<file path="src/logic/rmc_pkg.sv">
package rmc_pkg;
    // ------------------------------------------------------------
    // widths and reset values
    // ------------------------------------------------------------
    localparam int BASE_W = 32;
    localparam logic [31:0] MGMT_BASE_RESET = 32'h00030000;
    // reset pins read as asserted until really sampled, so the core
    // never runs a cycle between reset release and the first sample
    localparam logic [1:0] SYNC_RESET = 2'h3;
    localparam logic [1:0] IRQ_SYNC_RESET = 2'h3;
    // ------------------------------------------------------------
    // timing
    // ------------------------------------------------------------
    localparam int CLK_PERIOD_PS = 4000;
    localparam int MIN_RESET_CLKS = 15;

    typedef enum logic [1:0] {
        ST_RUN,
        ST_SAVE,
        ST_HANDLER,
        ST_RESTORE
    } rmc_state_type;
endpackage

</file>
<file path="src/logic/rmc_sync_if.sv">
`timescale 1ns/1ps
interface rmc_sync_if;
    logic hard_rst;
    logic soft_rst;
    logic irq_req_n;
    modport src (output hard_rst, output soft_rst, output irq_req_n);
    modport dst (input hard_rst, input soft_rst, input irq_req_n);
endinterface

</file>
<file path="src/logic/rmc_sync.sv">
`timescale 1ns/1ps
module rmc_sync
    import rmc_pkg::*;
(
    // clock and reset
    input wire logic clk,
    input wire logic rst_n,
    input wire logic ce,
    // raw pins
    input wire logic hard_rst_pin,
    input wire logic soft_rst_pin,
    input wire logic irq_pin_n,
    // synchronised copies
    rmc_sync_if.src sy
);
    logic [1:0] hard_q;
    logic [1:0] soft_q;
    logic [1:0] irq_q;

    // ------------------------------------------------------------
    // two-stage synchronisers, stage 0 read only by stage 1
    // ------------------------------------------------------------
    always_ff @(posedge clk or negedge rst_n) begin
        if (!rst_n) begin
            hard_q <= SYNC_RESET;
            soft_q <= SYNC_RESET;
            irq_q <= IRQ_SYNC_RESET;
        end else if (ce) begin
            hard_q <= {hard_q[0], hard_rst_pin};
            soft_q <= {soft_q[0], soft_rst_pin};
            irq_q <= {irq_q[0], irq_pin_n};
        end
    end

    assign sy.hard_rst = hard_q[1];
    assign sy.soft_rst = soft_q[1];
    assign sy.irq_req_n = irq_q[1];
endmodule

</file>
<file path="src/logic/rmc_top.sv">
`timescale 1ns/1ps
// Functional notes
// - hard reset aborts activity; execution restarts from the defined state.
// - hard reset is synchronised; recognised only once stable at an edge.
// - hard reset loads base pointer with 30000h.
// - soft reset acts as hard reset but keeps the base pointer.
// - soft reset is ignored while the upgrade-present input is asserted.
// - falling request edge enters management mode after current instruction.
// - pending request taken only on instruction boundary, each string iteration.
// - during handler no new entry; one further falling edge latched.
// - latched request acted on only after resume instruction completes.
// - active output goes low as state save begins.
// - active output stays low until last restore cycle, then released.
module rmc_top
    import rmc_pkg::*;
(
    // clock and reset
    input wire logic mclk,
    input wire logic arst_n,
    input wire logic clk_en,
    // board pins
    input wire logic hard_reset_in,
    input wire logic soft_reset_in,
    input wire logic upgrade_present_n,
    input wire logic mgmt_irq_req_n,
    output logic mgmt_active_out_n,
    // core status
    input wire logic insn_boundary,
    input wire logic locked_seq,
    input wire logic save_done,
    input wire logic resume_from_mgmt,
    input wire logic restore_last,
    input wire logic base_wr,
    input wire logic [BASE_W-1:0] base_wr_data,
    // core control
    output logic core_reset,
    output logic mgmt_entry,
    output logic mgmt_mode,
    output logic [BASE_W-1:0] mgmt_state_base_ptr
);
    // ------------------------------------------------------------
    // reset release
    // ------------------------------------------------------------
    logic [1:0] rst_sync_q;
    logic rst_n;

    always_ff @(posedge mclk or negedge arst_n) begin
        if (!arst_n) begin
            rst_sync_q <= 2'h0;
        end else begin
            rst_sync_q <= {rst_sync_q[0], 1'b1};
        end
    end
    assign rst_n = rst_sync_q[1];

    // ------------------------------------------------------------
    // pin synchronisers
    // ------------------------------------------------------------
    rmc_sync_if sy ();
    logic [1:0] up_q;
    logic up_n_s;

    rmc_sync u_sync (
        .clk(mclk),
        .rst_n(rst_n),
        .ce(clk_en),
        .hard_rst_pin(hard_reset_in),
        .soft_rst_pin(soft_reset_in),
        .irq_pin_n(mgmt_irq_req_n),
        .sy(sy.src)
    );

    // upgrade-present is a board level, also synchronised
    always_ff @(posedge mclk or negedge rst_n) begin
        if (!rst_n) begin
            up_q <= 2'h3;
        end else if (clk_en) begin
            up_q <= {up_q[0], upgrade_present_n};
        end
    end
    assign up_n_s = up_q[1];

    // ------------------------------------------------------------
    // reset decode
    // ------------------------------------------------------------
    logic soft_eff;
    logic any_reset;

    assign soft_eff = sy.soft_rst & up_n_s;
    assign any_reset = sy.hard_rst | soft_eff;

    logic core_reset_q;
    always_ff @(posedge mclk or negedge rst_n) begin
        if (!rst_n) begin
            core_reset_q <= 1'b1;
        end else if (clk_en) begin
            core_reset_q <= any_reset;
        end
    end
    assign core_reset = core_reset_q;

    // ------------------------------------------------------------
    // base pointer
    // ------------------------------------------------------------
    logic [BASE_W-1:0] base_q;
    logic [BASE_W-1:0] base_d;

    assign base_d = sy.hard_rst ? MGMT_BASE_RESET :
                    (base_wr && !soft_eff) ? base_wr_data : base_q;

    always_ff @(posedge mclk or negedge rst_n) begin
        if (!rst_n) begin
            base_q <= MGMT_BASE_RESET;
        end else if (clk_en) begin
            base_q <= base_d;
        end
    end
    assign mgmt_state_base_ptr = base_q;

    // ------------------------------------------------------------
    // request edge detect
    // ------------------------------------------------------------
    logic irq_prev_q;
    logic irq_fall;

    always_ff @(posedge mclk or negedge rst_n) begin
        if (!rst_n) begin
            irq_prev_q <= 1'b1;
        end else if (clk_en) begin
            irq_prev_q <= sy.irq_req_n;
        end
    end
    assign irq_fall = irq_prev_q & ~sy.irq_req_n;

    // ------------------------------------------------------------
    // management state machine
    // ------------------------------------------------------------
    rmc_state_type state_q;
    rmc_state_type state_d;
    logic pend_q;
    logic pend_d;
    logic take;
    logic active_n_q;
    logic active_n_d;

    assign take = pend_q & insn_boundary & ~locked_seq;

    always_comb begin
        state_d = state_q;
        case (state_q)
            ST_RUN: begin
                if (take) begin
                    state_d = ST_SAVE;
                end
            end
            ST_SAVE: begin
                if (save_done) begin
                    state_d = ST_HANDLER;
                end
            end
            ST_HANDLER: begin
                if (resume_from_mgmt) begin
                    state_d = ST_RESTORE;
                end
            end
            ST_RESTORE: begin
                if (restore_last) begin
                    state_d = ST_RUN;
                end
            end
            default: begin
                state_d = ST_RUN;
            end
        endcase
    end

    // latch one pending edge; new edge wins over consume
    assign pend_d = irq_fall ? 1'b1 :
                    (state_q == ST_RUN && take) ? 1'b0 : pend_q;

    assign active_n_d = (state_d == ST_RUN);

    always_ff @(posedge mclk or negedge rst_n) begin
        if (!rst_n) begin
            state_q <= ST_RUN;
            pend_q <= 1'b0;
            active_n_q <= 1'b1;
        end else if (clk_en) begin
            if (any_reset) begin
                state_q <= ST_RUN;
                pend_q <= 1'b0;
                active_n_q <= 1'b1;
            end else begin
                state_q <= state_d;
                pend_q <= pend_d;
                active_n_q <= active_n_d;
            end
        end
    end

    logic entry_q;
    always_ff @(posedge mclk or negedge rst_n) begin
        if (!rst_n) begin
            entry_q <= 1'b0;
        end else if (clk_en) begin
            entry_q <= ~any_reset & (state_q == ST_RUN) & take;
        end
    end

    assign mgmt_entry = entry_q;
    assign mgmt_mode = ~active_n_q;
    assign mgmt_active_out_n = active_n_q;
endmodule

</file>
<file path="config.mk">
export PLATFORM = sky130hd
export DESIGN_NAME = rmc_top
export DESIGN_NICKNAME = d
export VERILOG_FILES = /design/src/logic/rmc_pkg.sv /design/src/logic/rmc_sync_if.sv /design/src/logic/rmc_sync.sv /design/src/logic/rmc_top.sv
export SDC_FILE = /design/constraint.sdc
export NUM_CORES = 1
export LEC_CHECK = 0
export BUFFER_PORTS_ARGS = -buffer_cell sky130_fd_sc_hd__buf_2
export CELL_PAD_IN_SITES_DETAIL_PLACEMENT = 0
export CELL_PAD_IN_SITES_GLOBAL_PLACEMENT = 2
export CORE_MARGIN = 5
export CORE_UTILIZATION = 35
export DETAILED_ROUTE_END_ITERATION = 10
export PLACE_DENSITY = 0.95
export RECOVER_POWER = 100
export SETUP_SLACK_MARGIN = 0.3
export SLEW_MARGIN = 20
export SYNTH_ARGS = -nofsm -noshare
export SYNTH_HDL_FRONTEND = slang
export SYNTH_SLANG_ARGS = --single-unit
</file>
<file path="constraint.sdc">
create_clock -name mclk -period 2.6 [get_ports mclk]
set_input_delay 0.52 -clock mclk [delete_from_list [all_inputs] [get_ports mclk]]
set_output_delay 0.52 -clock mclk [all_outputs]
set_load 0.1 [all_outputs]
</file>
==> metrics.csv <==
metric;value;unit
final_nets;288;
drc_errors;0;
routed_wl;4370;um
grt_max_degree;48;
dpl-instance-area;2730;um2
grt_pass1_vias;1560;
fmax;480;MHz
ir_worst_vdd;0.000624;V
rsz0062_at_grt;false;
p_leak;1.25;nW
relSlewSlack;22.1;%
drt-vias-per-instance;4.60;
min_period_over_period;80.2;%
final_cells;321;
track_usage;11.1;%
drt-pass1-iter-count;4;
layout_commonest_cell;buf_2;
fin_crit;2080;ps
holdCritPathClass;register to async pin;
die_h;91.3;um
synth_fp_nets;207;
insertedDiodeCount;0;
synthesis.area;2310;um2
yosys_warnings;0;
crit_arrival;1560;ps
end_kind;primary output;
drive_gt1_share;32.8;%
drtIter0Drc;17;
fin_skew;4.59;ps
power_frac_clock;15.6;%
ys_ff_latch;49;
gp_congestion;0.701;
crit_type;register to primary output;
cts-htree-levels;2;
clock-sinks;49;
tightest_slew;1170;ps
initial_core_util;36.2;%
setup_violations;0;
switching_share;51.1;%
die_width;91.3;um
critPathRequiredTime;2080;ps
async_flop_share;100;%
path_clk_slew;80;ps
p_comb_share;46.7;%
core;6390;um2
avgRoutedWirePerCell;13.6;um
die_area;8330;um2
maxSlewViolCount;0;
fin_util;41.8;%
layout_common_cells;46 x buf_2, 36 x clkbuf_1, 35 x dfrtp_1;
synth.distinct_cells;30;
start_kind;register;
ios;81;
tns;0;ps
cap_violations;0;
dp.cells;312;
postLayoutCellArea;2670;um2
post_cts_buffers;0;
postRouteAntennaNets;0;
cts_tree;done;
vias;1476;
ys.flop_type;dfrtp_1;
overflow;0;
grt_pass1_wl;7520;um
ys_seq_area_share;53.7;%
hpwl;3090;um
clock_path_buffers;2;
syn_area_per_cell;14.3;um2
fillCellCount;662;
syn_to_final_growth;15.5;%
netlist_instances;162;
clock_latency;290;ps
p_int;1.32;mW
io_buffers;80;
seqPwrFrac;37.8;%
worstPathMaxFanout;3;
hold_violations;0;
grt_antenna_before_repair;0;
power_density;1010;nW/um2
clockRootBuffer;clkbuf_8;
cts_buffers;5;
hold-worst-slack;346;ps
placementRows;29;
synth_edf_count;0;
status;finished, final reports clean;
p_switching;1.38;mW
cell families (layout without fill, tap and decap cells):
kind of cell | count (synthesis) | count (layout) | share of synthesized area [%]
flip-flops | 49 | 49 | 53.7
AO/OA/AOI/OAI | 12 | 12 | 4.22
AND/OR/NAND/NOR | 43 | 43 | 12.0
buffers and inverters | 15 | 97 | 5.09
other | 1 | 1 | 0.162
multiplexers | 42 | 42 | 24.8
Yosys cell counts (3+ instances only):
cell | count | area [um2]
dfrtp_1 | 36 | 901
and2b_1 | 11 | 82.6
dfstp_2 | 13 | 342
buf_12 | 3 | 60.1
inv_1 | 7 | 26.3
mux2_2 | 11 | 124
nor2b_1 | 19 | 119
buf_2 | 4 | 20.0
mux2_4 | 28 | 420
nand2_1 | 3 | 11.3
mux2i_1 | 3 | 30.0
nand3_1 | 4 | 20.0
timing repair:
item                                   CTS  global route
endpoints found under the hold margin    2             0
hold buffers                             1             0
setup endpoints to repair                0             0
resized for setup                        0             0
state kept, by name (all words and copies together) (netlist names), 2 cells and up:
name	cells
mgmt_state_base_ptr	32
rst_sync_q	2
state_q	2
u_sync.hard_q	2
u_sync.irq_q	2
u_sync.soft_q	2
up_q	2
stage by stage:
step / setup slack [ps] / total power, mW
detailed placement: 600 / 2.43
finish: 515 / 2.70
CTS: 799 / 2.86
floorplan: 700 / 2.23
global placement: 629 / 2.42
global route: 438 / 2.83
routing by layer:
metal / vias up / part of all wire, % / GRT usage, %
li1: 712 / - / -
met5: - / 0 / 0
met3: 6 / 7.0 / 3.80
met1: 712 / 44 / 14.3
met4: 0 / 1.1 / 3.30
met2: 46 / 48 / 17.7
critical path: stages (launching register included):
cell and delay, ps:
dfstp_2 380, inv_1 40, clkbuf_1 850
path summary, 6_finish.rpt:
check                                   from                      end  slack, ps  cells past startpoint
min in group mclk              rst_sync_q[0]            rst_sync_q[1]        360                      0
max in group asynchronous      rst_sync_q[1]  mgmt_state_base_ptr[11]       1870                      0
max                        mgmt_active_out_n                mgmt_mode        520                      2
max reg2reg                 u_sync.hard_q[1]               state_q[0]        780                      4
min                            rst_sync_q[1]  mgmt_state_base_ptr[29]        350                      0
min reg2reg                    rst_sync_q[1]  mgmt_state_base_ptr[29]        350                      0
power groups by stage:
stage	sequential [mW]	combinational, mW	clock (mW)
floorplan	1.88	0.347	0
global placement	1.04	1.38	0
detailed placement	1.04	1.39	0
CTS	1.03	1.39	0.444
global route	1.05	1.31	0.478
finish	1.02	1.26	0.420
final cells by class:
cell class / instances / area (um2) / area share [%]
Multi-Input combinational cell: 98 / 847 / 31.7
Timing Repair Buffer: 82 / 373 / 14.0
Clock inverter: 1 / 5.00 / 0.187
Sequential cell: 49 / 1250 / 46.7
Tap cell: 77 / 96.3 / 3.61
Clock buffer: 7 / 76.3 / 2.86
Inverter: 7 / 26.3 / 0.984
Power figures use the tool's default switching activity.
